### src/tvc_pkg.sv
// Constants and types shared by the television processor control bank.
package tvc_pkg;
	// Serial bus write address of this device
	localparam logic [7:0] TVC_SLAVE_WR = 8'h8a;
	// Subaddress upper nibble modes
	localparam logic [3:0] TVC_MODE_INC = 4'h0;
	localparam logic [3:0] TVC_MODE_HOLD = 4'h8;
	// Register offsets (subaddresses)
	localparam logic [3:0] TVC_SUB_COLOUR = 4'h0;
	localparam logic [3:0] TVC_SUB_TINT = 4'h1;
	localparam logic [3:0] TVC_SUB_BRIGHT = 4'h2;
	localparam logic [3:0] TVC_SUB_CONTRAST = 4'h3;
	localparam logic [3:0] TVC_SUB_CUT_R = 4'h4;
	localparam logic [3:0] TVC_SUB_CUT_G = 4'h5;
	localparam logic [3:0] TVC_SUB_CUT_B = 4'h6;
	localparam logic [3:0] TVC_SUB_DRV_R = 4'h7;
	localparam logic [3:0] TVC_SUB_DRV_B = 4'h8;
	localparam logic [3:0] TVC_SUB_TUNE = 4'h9;
	localparam logic [3:0] TVC_SUB_GAIN = 4'ha;
	localparam logic [3:0] TVC_SUB_VIDEO = 4'hb;
	localparam logic [3:0] TVC_SUB_TRIM = 4'hc;
	localparam logic [3:0] TVC_SUB_LAST = 4'hc;
	localparam int TVC_NREG = 13;
	// Power-on values, index 12 down to 0
	localparam logic [12:0][7:0] TVC_RESET = {
		8'hc1, 8'h45, 8'h21, 8'h01, 8'h41, 8'h41, 8'h81,
		8'h81, 8'h81, 8'h21, 8'h41, 8'h21, 8'h21};
	// Single-bit field positions
	localparam int TVC_BIT_D7 = 7;
	localparam int TVC_BIT_D6 = 6;
	localparam int TVC_BIT_D3 = 3;
	// Multi-bit field extents (msb positions, lsb is 0 unless named)
	localparam int TVC_MSB_6BIT = 5;
	localparam int TVC_MSB_7BIT = 6;
	localparam int TVC_VLEV_MSB = 6;
	localparam int TVC_VLEV_LSB = 4;
	localparam int TVC_HPOS_MSB = 2;
	// Bits per serial byte
	localparam logic [3:0] TVC_BYTE_BITS = 4'h8;
	// Serial engine states, Gray coded along the write path
	typedef enum logic [2:0] {
		TVC_IDLE = 3'h0,
		TVC_ADDR = 3'h1,
		TVC_ACK_A = 3'h3,
		TVC_SUB = 3'h2,
		TVC_ACK_S = 3'h6,
		TVC_DATA = 3'h7,
		TVC_ACK_D = 3'h5,
		TVC_SKIP = 3'h4
	} tvc_fsm_t;
	// Whole module state
	typedef struct packed {
		logic scl_q;
		logic sda_q;
		tvc_fsm_t fsm;
		logic [3:0] cnt;
		logic [7:0] shift;
		logic [3:0] ptr;
		logic auto_inc;
		logic sda_oe;
		logic sda_out;
		logic [12:0][7:0] regs;
		logic colour_off;
		logic chroma_hiz;
		logic tune_defeat;
		logic vert_60hz;
	} tvc_state_t;
endpackage

### src/tvc_ctrl_regs.sv
// Serial-bus write-only control register bank with decoded adjustment outputs.
// Function
// - Answer only write address 8AH
// - Upper nibble 0: pointer advances per byte
// - Upper nibble 8: same register every byte
// - Registers load documented power-on bytes
// - Adjustment codes pass through monotonically
// - Saturation zero turns colour fully off
// - Tint code 00 reddish, 3F greenish
// - Cut-off red, green, blue eight bits
// - Drive red, blue low seven bits
// - Tuning offset code, 00 may defeat
// - Defeat only with stage 0, code 00
// - Gain delay six-bit code passed out
// - Video level from 0B upper bits
// - Horizontal centre from 0B low bits
// - Carrier oscillator trim from 0C
// - 00-D7 selects colour standard, 0 PAL
// - Forced SECAM puts colour outputs high-Z
// - 01-D7 vertical auto or manual
// - 02-D7 forces 60 Hz only manual
// - 01-D6 inhibits vertical trigger input
// - 03-D7,0B-D7 choose sound route
// - 03-D6 selects video input
// - 08-D7 selects chroma oscillator
// - 0A-D7,D6 select status pin source
// - 07-D7,0B-D3 select sound carrier
`timescale 1ns/1ps
module tvc_ctrl_regs (
	input wire logic sys_clk_i, // 100 MHz system clock
	input wire logic rst_i, // Async reset, active high
	input wire logic scl_i, // Serial clock, sampled
	input wire logic sda_i, // Serial data level
	output logic sda_o, // Serial data drive value
	output logic sda_oe_o, // High while pulling data low
	output logic colour_std_o, // 0 PAL, 1 NTSC
	output logic forced_secam_select_o, // Forced SECAM mode
	output logic chroma_hiz_o, // Colour difference outputs high-Z
	output logic [5:0] saturation_o, // Colour saturation code
	output logic colour_off_o, // Chroma fully suppressed
	output logic [5:0] tint_o, // Tint code
	output logic vertical_manual_o, // Manual vertical frequency
	output logic vertical_trigger_inhibit_o, // Vertical trigger off
	output logic [6:0] brightness_o, // Brightness code
	output logic vertical_rate_force_o, // Stored 50/60 bit
	output logic vert_60hz_force_o, // Effective 60 Hz force
	output logic [5:0] contrast_o, // Contrast code
	output logic [1:0] sound_route_o, // {sound_route_bit_a, _b}
	output logic video_input_select_o, // 0 input 1, 1 input 2
	output logic [7:0] cutoff_r_o, // Red cut-off code
	output logic [7:0] cutoff_g_o, // Green cut-off code
	output logic [7:0] cutoff_b_o, // Blue cut-off code
	output logic [6:0] drive_r_o, // Red drive code
	output logic [6:0] drive_b_o, // Blue drive code
	output logic [1:0] sound_carrier_o, // {sound_carrier_bit_a, _b}
	output logic chroma_osc_select_o, // 0 4.43 MHz, 1 3.58 MHz
	output logic [7:0] tuning_offset_code_o, // Tuning offset code
	output logic tuning_range_stage_o, // 1 with offset
	output logic tuning_defeat_o, // Tuning output defeated
	output logic [5:0] gain_delay_code_o, // Gain-control delay code
	output logic [1:0] status_select_o, // Status pin source
	output logic [2:0] video_level_o, // Detection level code
	output logic [2:0] hpos_o, // Horizontal centre code
	output logic [6:0] carrier_osc_trim_code_o // Carrier oscillator trim
);

	// Current and next state of the whole block
	tvc_pkg::tvc_state_t st_reg;
	tvc_pkg::tvc_state_t st_next;
	// Bus edge and condition decodes
	logic scl_rise;
	logic scl_fall;
	logic bus_start;
	logic bus_stop;

	// True while the serial clock sits high across two samples
	function automatic logic scl_high(input logic prev, input logic now);
		scl_high = prev & now;
	endfunction

	// Defeat needs stage clear and code zero
	function automatic logic defeat_of(input logic [12:0][7:0] r);
		defeat_of = ~r[tvc_pkg::TVC_SUB_TRIM][tvc_pkg::TVC_BIT_D7] &&
			(r[tvc_pkg::TVC_SUB_TUNE] == 8'h00);
	endfunction

	// Edge and start/stop detection on the sampled pins
	always_comb begin
		scl_rise = scl_i & ~st_reg.scl_q;
		scl_fall = ~scl_i & st_reg.scl_q;
		bus_start = scl_high(st_reg.scl_q, scl_i) & st_reg.sda_q & ~sda_i;
		bus_stop = scl_high(st_reg.scl_q, scl_i) & ~st_reg.sda_q & sda_i;
	end

	// Serial engine and register writes
	always_comb begin
		st_next = st_reg;
		st_next.scl_q = scl_i;
		st_next.sda_q = sda_i;
		// Open-drain pin only ever pulls low, so the drive value stays 0
		st_next.sda_out = 1'b0;
		if (bus_start) begin
			// Repeated start also lands here
			st_next.fsm = tvc_pkg::TVC_ADDR;
			st_next.cnt = 4'h0;
			st_next.sda_oe = 1'b0;
		end else if (bus_stop) begin
			st_next.fsm = tvc_pkg::TVC_IDLE;
			st_next.sda_oe = 1'b0;
		end else begin
			case (st_reg.fsm)
				tvc_pkg::TVC_ADDR, tvc_pkg::TVC_SUB, tvc_pkg::TVC_DATA: begin
					// Data is taken on the rising clock
					if (scl_rise && st_reg.cnt < tvc_pkg::TVC_BYTE_BITS) begin
						st_next.shift = {st_reg.shift[6:0], sda_i};
						st_next.cnt = st_reg.cnt + 4'h1;
					end
					// Byte complete: act on the falling clock
					if (scl_fall && st_reg.cnt == tvc_pkg::TVC_BYTE_BITS) begin
						if (st_reg.fsm == tvc_pkg::TVC_ADDR) begin
							// Reads and other addresses are not answered
							if (st_reg.shift == tvc_pkg::TVC_SLAVE_WR) begin
								st_next.sda_oe = 1'b1;
								st_next.fsm = tvc_pkg::TVC_ACK_A;
							end else begin
								st_next.fsm = tvc_pkg::TVC_SKIP;
							end
						end else if (st_reg.fsm == tvc_pkg::TVC_SUB) begin
							// Only the two documented modes are acknowledged
							if (st_reg.shift[7:4] == tvc_pkg::TVC_MODE_INC ||
								st_reg.shift[7:4] == tvc_pkg::TVC_MODE_HOLD) begin
								st_next.ptr = st_reg.shift[3:0];
								st_next.auto_inc =
									(st_reg.shift[7:4] == tvc_pkg::TVC_MODE_INC);
								st_next.sda_oe = 1'b1;
								st_next.fsm = tvc_pkg::TVC_ACK_S;
							end else begin
								st_next.fsm = tvc_pkg::TVC_SKIP;
							end
						end else begin
							// Subaddresses above 0C store nothing
							if (st_reg.ptr <= tvc_pkg::TVC_SUB_LAST) begin
								st_next.regs[st_reg.ptr] = st_reg.shift;
							end
							// Pointer saturates so it never wraps onto 00
							if (st_reg.auto_inc && st_reg.ptr != 4'hf) begin
								st_next.ptr = st_reg.ptr + 4'h1;
							end
							st_next.sda_oe = 1'b1;
							st_next.fsm = tvc_pkg::TVC_ACK_D;
						end
					end
				end
				tvc_pkg::TVC_ACK_A, tvc_pkg::TVC_ACK_S, tvc_pkg::TVC_ACK_D: begin
					// Release acknowledge after its clock pulse
					if (scl_fall) begin
						st_next.sda_oe = 1'b0;
						st_next.cnt = 4'h0;
						if (st_reg.fsm == tvc_pkg::TVC_ACK_A) begin
							st_next.fsm = tvc_pkg::TVC_SUB;
						end else begin
							st_next.fsm = tvc_pkg::TVC_DATA;
						end
					end
				end
				tvc_pkg::TVC_IDLE, tvc_pkg::TVC_SKIP: begin
					// Wait for the next start condition
					st_next.sda_oe = 1'b0;
				end
				default: begin
					st_next.fsm = tvc_pkg::TVC_IDLE;
					st_next.sda_oe = 1'b0;
				end
			endcase
		end
		// Derived controls, registered so outputs come from flops
		st_next.colour_off = (st_next.regs[tvc_pkg::TVC_SUB_COLOUR][5:0] == 6'h00);
		st_next.chroma_hiz = st_next.regs[tvc_pkg::TVC_SUB_COLOUR][tvc_pkg::TVC_BIT_D6];
		st_next.tune_defeat = defeat_of(st_next.regs);
		// Rate bit only counts in manual mode
		st_next.vert_60hz = st_next.regs[tvc_pkg::TVC_SUB_TINT][tvc_pkg::TVC_BIT_D7] &
			st_next.regs[tvc_pkg::TVC_SUB_BRIGHT][tvc_pkg::TVC_BIT_D7];
	end

	// State register; power-on bytes come from the package
	always_ff @(posedge sys_clk_i or posedge rst_i) begin
		if (rst_i) begin
			st_reg <= '0;
			st_reg.scl_q <= 1'b1;
			st_reg.sda_q <= 1'b1;
			st_reg.fsm <= tvc_pkg::TVC_IDLE;
			st_reg.regs <= tvc_pkg::TVC_RESET;
			st_reg.chroma_hiz <= 1'b0;
			st_reg.colour_off <= 1'b0;
			st_reg.tune_defeat <= 1'b0;
			st_reg.vert_60hz <= 1'b0;
		end else begin
			st_reg <= st_next;
		end
	end

	// Pin outputs
	assign sda_o = st_reg.sda_out;
	assign sda_oe_o = st_reg.sda_oe;
	// Mode switches and codes straight from stored bits; high-Z, colour off and 60 Hz force from derived flops
	assign colour_std_o = st_reg.regs[tvc_pkg::TVC_SUB_COLOUR][tvc_pkg::TVC_BIT_D7];
	assign forced_secam_select_o = st_reg.regs[tvc_pkg::TVC_SUB_COLOUR][tvc_pkg::TVC_BIT_D6];
	assign chroma_hiz_o = st_reg.chroma_hiz;
	assign colour_off_o = st_reg.colour_off;
	assign saturation_o = st_reg.regs[tvc_pkg::TVC_SUB_COLOUR][tvc_pkg::TVC_MSB_6BIT:0];
	assign tint_o = st_reg.regs[tvc_pkg::TVC_SUB_TINT][tvc_pkg::TVC_MSB_6BIT:0];
	assign vertical_manual_o = st_reg.regs[tvc_pkg::TVC_SUB_TINT][tvc_pkg::TVC_BIT_D7];
	assign vertical_trigger_inhibit_o =
		st_reg.regs[tvc_pkg::TVC_SUB_TINT][tvc_pkg::TVC_BIT_D6];
	assign brightness_o = st_reg.regs[tvc_pkg::TVC_SUB_BRIGHT][tvc_pkg::TVC_MSB_7BIT:0];
	assign vertical_rate_force_o = st_reg.regs[tvc_pkg::TVC_SUB_BRIGHT][tvc_pkg::TVC_BIT_D7];
	assign vert_60hz_force_o = st_reg.vert_60hz;
	assign contrast_o = st_reg.regs[tvc_pkg::TVC_SUB_CONTRAST][tvc_pkg::TVC_MSB_6BIT:0];
	// Route pairs 03-D7 with 0B-D7
	assign sound_route_o = {st_reg.regs[tvc_pkg::TVC_SUB_CONTRAST][tvc_pkg::TVC_BIT_D7],
		st_reg.regs[tvc_pkg::TVC_SUB_VIDEO][tvc_pkg::TVC_BIT_D7]};
	assign video_input_select_o =
		st_reg.regs[tvc_pkg::TVC_SUB_CONTRAST][tvc_pkg::TVC_BIT_D6];
	assign cutoff_r_o = st_reg.regs[tvc_pkg::TVC_SUB_CUT_R];
	assign cutoff_g_o = st_reg.regs[tvc_pkg::TVC_SUB_CUT_G];
	assign cutoff_b_o = st_reg.regs[tvc_pkg::TVC_SUB_CUT_B];
	assign drive_r_o = st_reg.regs[tvc_pkg::TVC_SUB_DRV_R][tvc_pkg::TVC_MSB_7BIT:0];
	assign drive_b_o = st_reg.regs[tvc_pkg::TVC_SUB_DRV_B][tvc_pkg::TVC_MSB_7BIT:0];
	// Carrier pairs 07-D7 with 0B-D3
	assign sound_carrier_o = {st_reg.regs[tvc_pkg::TVC_SUB_DRV_R][tvc_pkg::TVC_BIT_D7],
		st_reg.regs[tvc_pkg::TVC_SUB_VIDEO][tvc_pkg::TVC_BIT_D3]};
	assign chroma_osc_select_o = st_reg.regs[tvc_pkg::TVC_SUB_DRV_B][tvc_pkg::TVC_BIT_D7];
	assign tuning_offset_code_o = st_reg.regs[tvc_pkg::TVC_SUB_TUNE];
	assign tuning_range_stage_o = st_reg.regs[tvc_pkg::TVC_SUB_TRIM][tvc_pkg::TVC_BIT_D7];
	assign tuning_defeat_o = st_reg.tune_defeat;
	assign gain_delay_code_o = st_reg.regs[tvc_pkg::TVC_SUB_GAIN][tvc_pkg::TVC_MSB_6BIT:0];
	// Code 11 is undefined; passed through for the status mux to ignore
	assign status_select_o = {st_reg.regs[tvc_pkg::TVC_SUB_GAIN][tvc_pkg::TVC_BIT_D7],
		st_reg.regs[tvc_pkg::TVC_SUB_GAIN][tvc_pkg::TVC_BIT_D6]};
	assign video_level_o =
		st_reg.regs[tvc_pkg::TVC_SUB_VIDEO][tvc_pkg::TVC_VLEV_MSB:tvc_pkg::TVC_VLEV_LSB];
	assign hpos_o = st_reg.regs[tvc_pkg::TVC_SUB_VIDEO][tvc_pkg::TVC_HPOS_MSB:0];
	assign carrier_osc_trim_code_o =
		st_reg.regs[tvc_pkg::TVC_SUB_TRIM][tvc_pkg::TVC_MSB_7BIT:0];
endmodule

### config.mk
export PLATFORM = sky130hd
export DESIGN_NAME = tvc_ctrl_regs
export DESIGN_NICKNAME = d
export VERILOG_FILES = /design/src/tvc_pkg.sv /design/src/tvc_ctrl_regs.sv
export SDC_FILE = /design/constraint.sdc
export NUM_CORES = 1
export LEC_CHECK = 0
export BUFFER_PORTS_ARGS = -buffer_cell sky130_fd_sc_hd__buf_2
export CORE_AREA = 10 10 141 143
export DETAILED_ROUTE_END_ITERATION = 16
export DIE_AREA = 0 0 151 153
export GPL_ROUTABILITY_DRIVEN = 0
export PLACE_DENSITY_LB_ADDON = 0.12
export SYNTH_ARGS = -nofsm -noshare
export SYNTH_HDL_FRONTEND = slang
export SYNTH_SLANG_ARGS = --single-unit
### constraint.sdc
create_clock -name sys_clk_i -period 3.3 [get_ports sys_clk_i]
set_clock_uncertainty 0.1 [all_clocks]
set_input_delay 0 -clock sys_clk_i [delete_from_list [all_inputs] [get_ports sys_clk_i]]
set_output_delay 0 -clock sys_clk_i [all_outputs]
set_load 0.02 [all_outputs]
# After elaboration in Yosys (flattened, before gate mapping)
# Index checks and enable logic that the tools add are counted.
classes:
  n_addsub: 2
  order_cmp: 4
  n_eq_ne: 19
  n_mux: 36
  bitwise: 17
  reduce_logical: 23
op_table:
  columns: ["op", "count"]
  rows:
  - ["104-bit 2-to-1 mux", 7]
  - ["104-bit bitwise mux", 1]
  - ["8-bit demux with 4-bit select", 1]
  - ["7-bit AND reduction", 3]
  - ["3-bit 2-to-1 mux", 6]
  - ["17-bit 2-to-1 mux", 1]
  - ["7-bit 2-to-1 mux", 2]
  - ["7-bit one-hot mux with 2 select lines", 1]
  - ["13-bit 2-to-1 mux", 1]
  - ["3-bit == test, second input constant", 4]
  - ["12-bit 2-to-1 mux", 1]
  - ["6-bit 2-to-1 mux", 2]
  - ["4-bit != test, second input constant", 3]
  - ["4-bit AND reduction", 3]
  - ["1-bit NOT", 9]
  - ["4-bit by 1-bit adder with 4-bit output, second input constant", 2]
  - ["1-bit bitwise AND", 8]
  - ["4-bit == test, second input constant", 2]
  - ["8-bit == test, second input constant", 1]
  - ["8-bit zero test", 1]
  - ["4-bit 2-to-1 mux", 2]
  - ["8-bit 2-to-1 mux", 1]
  - ["1-bit 2-to-1 mux", 7]
  - ["3-bit by 2-bit == test with 1-bit output, second input constant", 2]
  - ["24 further kinds", 30]
totals:
  ff_bits: 131
  in_bits: 4
  out_inout_bits: 110
  elab_cells: 130

# Depth between registers and ports, before layout
# Gate-level depths: netlist of the first run.
logic_depth:
  ltp_word: 14
  ltp_mapped: 8
  ltp_nobuf: 7

# Least setup slack after synthesis of the first run
# OpenSTA, ideal clock, no wires.
synth_timing:
  path_kind: "register -> register"
  start: "register st_reg[123] in the netlist's numbering"
  end: "register st_reg (netlist bit hpos_o[1])"
  setup_time_ns: 0.125
  t_arrival_ns: 1.937
  required_ns: 3.075
  path_slack_ns: 1.138
  stages_incl_launch_ff: 8
  path_buffers: 1
  period_less_slack_ns: 2.162
  path_cell_list: "dfrtp_1 > inv_1 > ha_1 > nand3b_4 > or2_1 > buf_6 > nor4_4 > mux2_2"
synth_via:
  elab_chain_len: 3
synth_lines:
  columns: ["element", "line_no", "rtl"]
  rows:
  - ["from (decl)", "tvc_ctrl_regs.sv:68", "tvc_pkg::tvc_state_t st_reg;"]
  - ["from (signal assigned)", "tvc_ctrl_regs.sv:198", "st_reg <= st_next;"]
  - ["4-bit == test", "tvc_ctrl_regs.sv:119", "if (scl_fall && st_reg.cnt == tvc_pkg::TVC_BYTE_BITS) begin"]
  - ["1-bit logical AND", "tvc_ctrl_regs.sv:119", null]
  - ["7-bit AND reduction (no line)", null, null]
# Every way passes these cells.
# A chain may end at the register's enable or synchronous reset.

# Worst setup path in the final report of the first run
layout_timing:
  start: "register st_reg[123] in the netlist's numbering"
  end: "register st_reg (netlist bit sound_carrier_o[0])"
# The elaborated chain is that of the path after synthesis.

==> impl_metrics.csv, run 1 <==
group,metric,value,unit
status,status,"finished clean",
die,die_x,151,um
worst_setup_path,cp.required,3.49,ns
place,dp_hpwl,10.5,mm
synthesis,syn_inst,515,
clock_tree,clock_path_buffers,2,
global_route,grt_max_degree,50,
sta,fin_crit_sh,75.6,%
die,die_y,153,um
synthesis,yosysUniqueCellTypes,51,
clock_tree,root_buffer,"clkbuf_16",
cells_and_area,area_growth,11.3,%
sta,drv_slew,0,
synthesis,synth_area_per_cell,12.4,um^2
die,num_rows,48,
route,post_drt_wl_per_cell,19.5,um
cells_and_area,fin_util,41.5,%
clock_tree,cts_made_buffers,17,
worst_setup_path,path_cells,"inv_1 -> ha_1 -> nand3b_4 -> or2_1 -> nor4_4 -> mux2_2",
die,ios,114,
die,initial_utilization,37.3,%
synthesis,ys_ff_latch,130,
clock_tree,cts_sinks,130,
worst_setup_path,worstPathMaxFanout,9,
clock_tree,clk-insertion-delay-late,0.42,ns
pwr,power.total,3620,uW
clock_tree,ctsResizeCount,0,
worst_setup_path,cpMaxStageDelayCell,"nor4_4",
sta,worst_pin_slew,0.890,ns
worst_setup_path,cp_top_family,"simple AND/OR/NAND/NOR gates",
die,coreArea,17100,um^2
min_path,hold_class,"input pin to register",
clock_tree,postCtsSetupBuffers,0,
global_route,grt_pass1_vias,3996,
cells_and_area,antenna_cells,0,
sta,rsz0062_at_grt,"no",
clock_tree,path_clk_slew,0.06,ns
synthesis,yosysSeqAreaShare,51.7,%
route,first_pass_iters,4,
route,drtIter0Drc,145,
cells_and_area,fin_nets,550,
worst_setup_path,rrSetupSlack,0.81,ns
synthesis,synthFlopType,"dfrtp_1",
global_route,grt_first_pass_wirelength,24.0,mm
pwr,p_leak,0.00360,uW
sta,fin_crit,2.49,ns
global_route,groute.usage.overall,13.6,%
global_route,antenna_found_initial,0,
sta,setup_viol,0,
cells_and_area,layout-drive-gt1-share,54.6,%
die,die_area,23100,um^2
worst_setup_path,slowest_delay,0.65,ns
place,io_buffer_count,112,
route,via_per_inst,4.87,
worst_setup_path,worst_setup_path_end_kind,"register",
pwr,power_density,511,nW/um^2
synthesis,syn_nets,525,
clock_tree,htreeDepth,4,
clock_tree,cts_tree,"yes",
route,ant_nets,0,
sta,max_freq,401,MHz
worst_setup_path,critPathBufInv,1,
synthesis,async_flop_share,100,%
route,num_vias,3782,
job,maxCapViolations,0,
cells_and_area,fillers,1688,
route,drt_wl_total,15.2,mm
sta,fin_tns_setup,0,ns
worst_setup_path,crit_type,"register to register",
global_route,grt.overflow.total,0,
synthesis,synth_edf_count,0,
sta,slew_headroom,40.5,%
cells_and_area,largest_reg_flops,22,
worst_setup_path,cp-start-kind,"register",
route,drc,0,
synthesis,syn_area,6370,um^2
synthesis,ys_warn_count,0,
pwr,vdd_drop_max,0.000360,V
sta,final-hold-violation-count,0,
worst_setup_path,cp_data_arrival_time,2.69,ns
==> worst reg2reg max path, stage by stage, from the launching register on <==
cell and delay [ns]:
dfrtp_1 0.41, inv_1 0.07, ha_1 0.18, nand3b_4 0.13
or2_1 0.42, nor4_4 0.65, mux2_2 0.40
==> cell type report <==
type | instances | area, um^2 | area share (%)
tap | 225 | 282 | 3.97
inverter | 14 | 56.3 | 0.795
sequential | 130 | 3290 | 46.4
timing repair buffer | 124 | 683 | 9.64
clock inverter | 6 | 105 | 1.48
clock buffer | 24 | 472 | 6.66
multi-input combinational | 253 | 2200 | 31.0
==> per-layer routing <==
layer	global-route usage (%)	up-vias	part of all wire [%]
met3	4.55	14	5.2
met1	16.6	1949	44
met2	21.7	74	50
met5	0	-	0
li1	-	1745	-
met4	4.95	0	1.3
==> cells by family after synthesis <==
group,share of synthesized area [%]
other cells,0.0589
xor+xnor,0.275
flops,51.7
fa+ha+maj,1.18
mux,19.8
buf+inv,13.8
compound gates,4.58
simple gates,8.63
==> Yosys cell counts (8+ instances only) <==
cell type	count	area (um^2)
nand2_1	18	67.6
nand3_1	8	40.0
a21oi_1	9	45.0
o21ai_0	18	90.1
dfstp_2	29	762
dfrtp_1	101	2530
nor3_1	8	40.0
inv_1	14	52.6
buf_4	98	736
clkbuf_1	12	45.0
mux2_2	111	1250
==> report_power, final <==
part / internal (uW) / leakage [uW] / total [uW] / switching [uW]
Clock: 1210 / 0.000284 / 1860 / 646
Sequential: 1610 / 0.00170 / 1640 / 26.0
Combinational: 35.5 / 0.00161 / 122 / 86.7
==> placed cells by master, fill, tap and decap left out, types with 3 or more instances in the layout <==
| master | synthesis | final |
|---|---|---|
| buf_2 | 6 | 112 |
| o31ai_1 | 3 | 3 |
| nor4_1 | 5 | 5 |
| nand4_1 | 4 | 4 |
| nor2_2 | 4 | 4 |
| nand4b_1 | 6 | 6 |
| dfrtp_1 | 101 | 101 |
| o22ai_1 | 3 | 3 |
| dlygate4sd3_1 | 0 | 3 |
| o21ai_0 | 18 | 18 |
| dfstp_2 | 29 | 29 |
| buf_4 | 98 | 7 |
| nand3_1 | 8 | 8 |
| a21oi_1 | 9 | 9 |
| nor2_1 | 7 | 7 |
| nand2_1 | 18 | 18 |
| clkbuf_1 | 12 | 5 |
| nor2b_1 | 7 | 7 |
| nor3_1 | 8 | 8 |
| inv_1 | 14 | 13 |
| nor4_4 | 3 | 3 |
| mux2_2 | 111 | 111 |
| clkbuf_16 | 0 | 17 |
| bufinv_16 | 0 | 3 |
| ha_1 | 6 | 6 |
| clkinv_2 | 0 | 3 |
==> what timing repair did <==
item,CTS,global route
endpoints found under the hold margin,37,0
endpoints found under the setup margin,0,0
hold buffers,3,0
==> stage by stage <==
stage	hold WS [ns]	setup WS, ns	area (um^2)	cells
floorplan	-0.0955	1.14	6370	515
global placement	0.0577	0.833	6480	743
detailed placement	0.0519	0.810	6480	743
CTS	0.179	0.790	7090	776
global route	0.195	0.562	7090	776
finish	0.194	0.806	7090	776
==> final timing paths <==
kind / start / to / depth (start not counted)
worst max-delay path: st_reg[123] / sound_carrier_o[0] / 6
worst min-delay path: sda_i / st_reg[130] / 2
worst max register to register: st_reg[123] / sound_carrier_o[0] / 6
worst min register to register: sound_route_o[0] / sound_route_o[0] / 1
max in group asynchronous: rst_i / brightness_o[0] / 4
min in group asynchronous: rst_i / st_reg[125] / 3
No activity file was read; power rests on OpenSTA's default activity.
==> inputs of run 2 (changes only) <==
- ABC_AREA: default -> 1
- CORE_AREA: 10 10 141 143 -> 10 10 140 142
- DIE_AREA: 0 0 151 153 -> 0 0 150 152
- clock period: 3.3 -> 2.03 ns (I/O delays scaled with it)
==> impl_metrics.csv, run 2 <==
group,metric,value,unit
status,status,"finished clean",
route,highest_layer,"met4",
pwr,p_leak,0.00373,uW
clock_tree,htreeDepth,4,
route,via_per_inst,4.62,
global_route,groute.usage.overall,14.0,%
pwr,power.total,7630,uW
synthesis,synth_top_family_by_area,"simple AND/OR/NAND/NOR gates",
pwr,power_frac_comb,18.6,%
place,dp_hpwl,11.2,mm
die,die_x,150,um
route,num_vias,4512,
pwr,internal_power,5360,uW
synthesis,synth_area_per_cell,9.12,um^2
sta,whs,0.0665,ns
clock_tree,root_buffer,"clkbuf_16",
route,wl_met1,7.31,mm
cells_and_area,fillers,1704,
pwr,vdd_drop_max,0.000587,V
synthesis,yosys.area_share.xor_xnor,0.420,%
global_route,grt_first_pass_wirelength,25.0,mm
synthesis,syn_area,6250,um^2
cells_and_area,area_growth,18.6,%
synthesis,ys_ff_latch,130,
cells_and_area,final_cell_mix,"nand2_1, buf_2, dfrtp_1",
pwr,p_clk_share,44.4,%
synthesis,synthMuxAreaShare,0.160,%
pwr,pwr-share-seq,37.0,%
min_path,min_to,"st_reg[127]",
worst_setup_path,cp.required,2.22,ns
die,num_rows,48,
pwr,switching_power,2270,uW
min_path,hold_depth,6,
clock_tree,cts_made_buffers,17,
job,maxCapViolations,0,
route,first_pass_iters,5,
synthesis,yosysTopAreaCell,"dfrtp_1",
worst_setup_path,regToRegEndpoint,"video_level_o[1]",
global_route,antenna_found_initial,0,
sta,fin_crit,1.98,ns
route,post_drt_wl_per_cell,16.4,um
cells_and_area,largest_reg_flops,22,
sta,setup_viol,0,
pwr,power_density,1030,nW/um^2
worst_setup_path,crit_type,"register to register",
synthesis,yosysSeqAreaShare,52.6,%
worst_setup_path,worst_setup_path_end_kind,"register",
worst_setup_path,worstPathMaxFanout,16,
die,initial_utilization,36.9,%
place,dp_slack,-0.0151,ns
global_route,grt.overflow.total,0,
route,wl_met3,1.22,mm
die,die_area,22800,um^2
sta,max_freq,506,MHz
worst_setup_path,regToRegStartpoint,"st_reg[127]",
synthesis,yosysUniqueCellTypes,31,
min_path,hold_start,"scl_i",
cells_and_area,fin_nets,748,
worst_setup_path,rrSetupSlack,0.05,ns
sta,drv_slew,0,
cells_and_area,layout-drive-gt1-share,35.0,%
synthesis,async_flop_share,100,%
synthesis,synth-simple-area-share,18.0,%
synthesis,synth_compound_area_share,9.88,%
clock_tree,clock_path_buffers,2,
synthesis,synthTopCellsByArea,"dfrtp_1, dfstp_2, buf_4",
route,drtIter0Drc,264,
place,io_buffer_count,112,
clock_tree,clk-insertion-delay-late,0.42,ns
route,drt_wl_total,16.0,mm
place,dpl.cell_count,931,
synthesis,yosysMostFrequentCell,"nand2_1",
synthesis,ys_warn_count,0,
route,wl_met2,7.27,mm
worst_setup_path,cp-start-kind,"register",
sta,final-hold-violation-count,0,
min_path,hold_class,"input pin to register",
worst_setup_path,r2r_cells,11,
die,coreArea,16900,um^2
cells_and_area,antenna_cells,0,
synthesis,syn_inst,686,
cells_and_area,layout.cells.non_filler,976,
route,ant_nets,0,
sta,slew_headroom,56.6,%
clock_tree,cts_sinks,130,
worst_setup_path,cp_data_arrival_time,2.16,ns
clock_tree,cts_tree,"yes",
synthesis,syn_nets,696,
synthesis,synth_common_cells,"nand2_1, dfrtp_1, buf_4, o21ai_1, inv_1",
pwr,swShare,29.7,%
route,drc,0,
synthesis,synth-adder-area-share,1.20,%
cells_and_area,layout.cells.most_common,"nand2_1",
die,ios,114,
global_route,grt_max_degree,77,
global_route,grt_pass1_vias,4507,
sta,worst_pin_slew,0.651,ns
clock_tree,path_clk_slew,0.05,ns
synthesis,netlist.area_leader.share,40.4,%
sta,rsz0062_at_grt,"yes",
die,die_y,152,um
sta,finalWorstSetupSlack,0.0547,ns
synthesis,synthFlopType,"dfrtp_1",
sta,fin_crit_sh,97.3,%
synthesis,synth_edf_count,0,
[run 2: changes by cell type after synthesis, sizes merged, moves of 6 or more]
cell / delta
a21oi: -9
inv: +47
mux2: -112
nand2: +154
nand3: +14
nand4: +7
nand4b: -6
nor2: +19
nor2b: -7
nor4: -8
o21ai: +99
[run 2: layout make-up]
| class | count | area [um^2] | share of cell area (%) |
|---|---|---|---|
| flip-flops and latches | 130 | 3290 | 44.4 |
| multi-input cells | 377 | 2020 | 27.3 |
| repair buffers | 151 | 933 | 12.6 |
| clock buffers | 23 | 478 | 6.44 |
| well taps | 225 | 282 | 3.79 |
| inverters | 61 | 235 | 3.17 |
| clock inverters | 9 | 176 | 2.38 |
[run 2: critical path, stage by stage, from the launching register on]
cell and delay (ns):
dfrtp_1 0.44, nor2_2 0.15, nand2_4 0.13, nand3_4 0.18, nand2_4 0.09, nor2_4 0.12, nand2_4 0.09, nor2_4 0.17
buf_12 0.15, nand2_8 0.09, nand2_2 0.07, o21ai_1 0.06
[run 2: worst max path at each step]
| stage | from | to | slack [ns] | cells past startpoint |
|---|---|---|---|---|
| floorplan | st_reg[123] | status_select_o[1] | 0.13 | 14 |
| global placement | st_reg[124] | drive_r_o[1] | 0.04 | 13 |
| detailed placement | st_reg[124] | cutoff_g_o[6] | -0.02 | 13 |
| CTS | st_reg[124] | drive_b_o[2] | -0.01 | 13 |
| global route | st_reg[124] | video_level_o[0] | -0.06 | 14 |
| finish | st_reg[127] | video_level_o[1] | 0.05 | 11 |
[run 2: cells by family after synthesis]
group,after synthesis
simple gates,243
buf+inv,180
flops,130
compound gates,122
fa+ha+maj,6
xor+xnor,3
other cells,1
mux,1
[run 2: stage by stage]
step	cell area (um^2)	setup TNS [ns]	util (%)
3_5_place_dp	6470	-0.0207	38.2
2_1_floorplan	6260	0	-
3_3_place_gp	6470	0	38.2
5_1_grt	7420	-1.17	43.8
6_report	7420	0	43.8
4_1_cts	7180	-0.0314	42.4
[run 2: what timing repair did]
action | CTS | global route
gates resized for setup | 1 | 46
hold endpoints to repair | 134 | 0
gates cloned | 0 | 1
pin swaps | 0 | 6
buffers inserted | 0 | 8
setup endpoints to repair | 9 | 98
hold buffers | 4 | 0
[run 2: power groups by stage]
stage / Combinational, uW / Clock, uW / Sequential, uW
after floorplan: 867 / 0 / 2820
after global placement: 1340 / 0 / 2860
after detailed placement: 1360 / 0 / 2860
after CTS: 1370 / 3460 / 2820
after global routing: 1570 / 3600 / 2840
final: 1420 / 3390 / 2830
[run 2: metal layers]
metal / GRT usage [%] / up-vias
met3: 5.23 / 15
li1: - / 2207
met5: 0 / -
met2: 21.4 / 126
met1: 17.7 / 2164
met4: 5.14 / 0
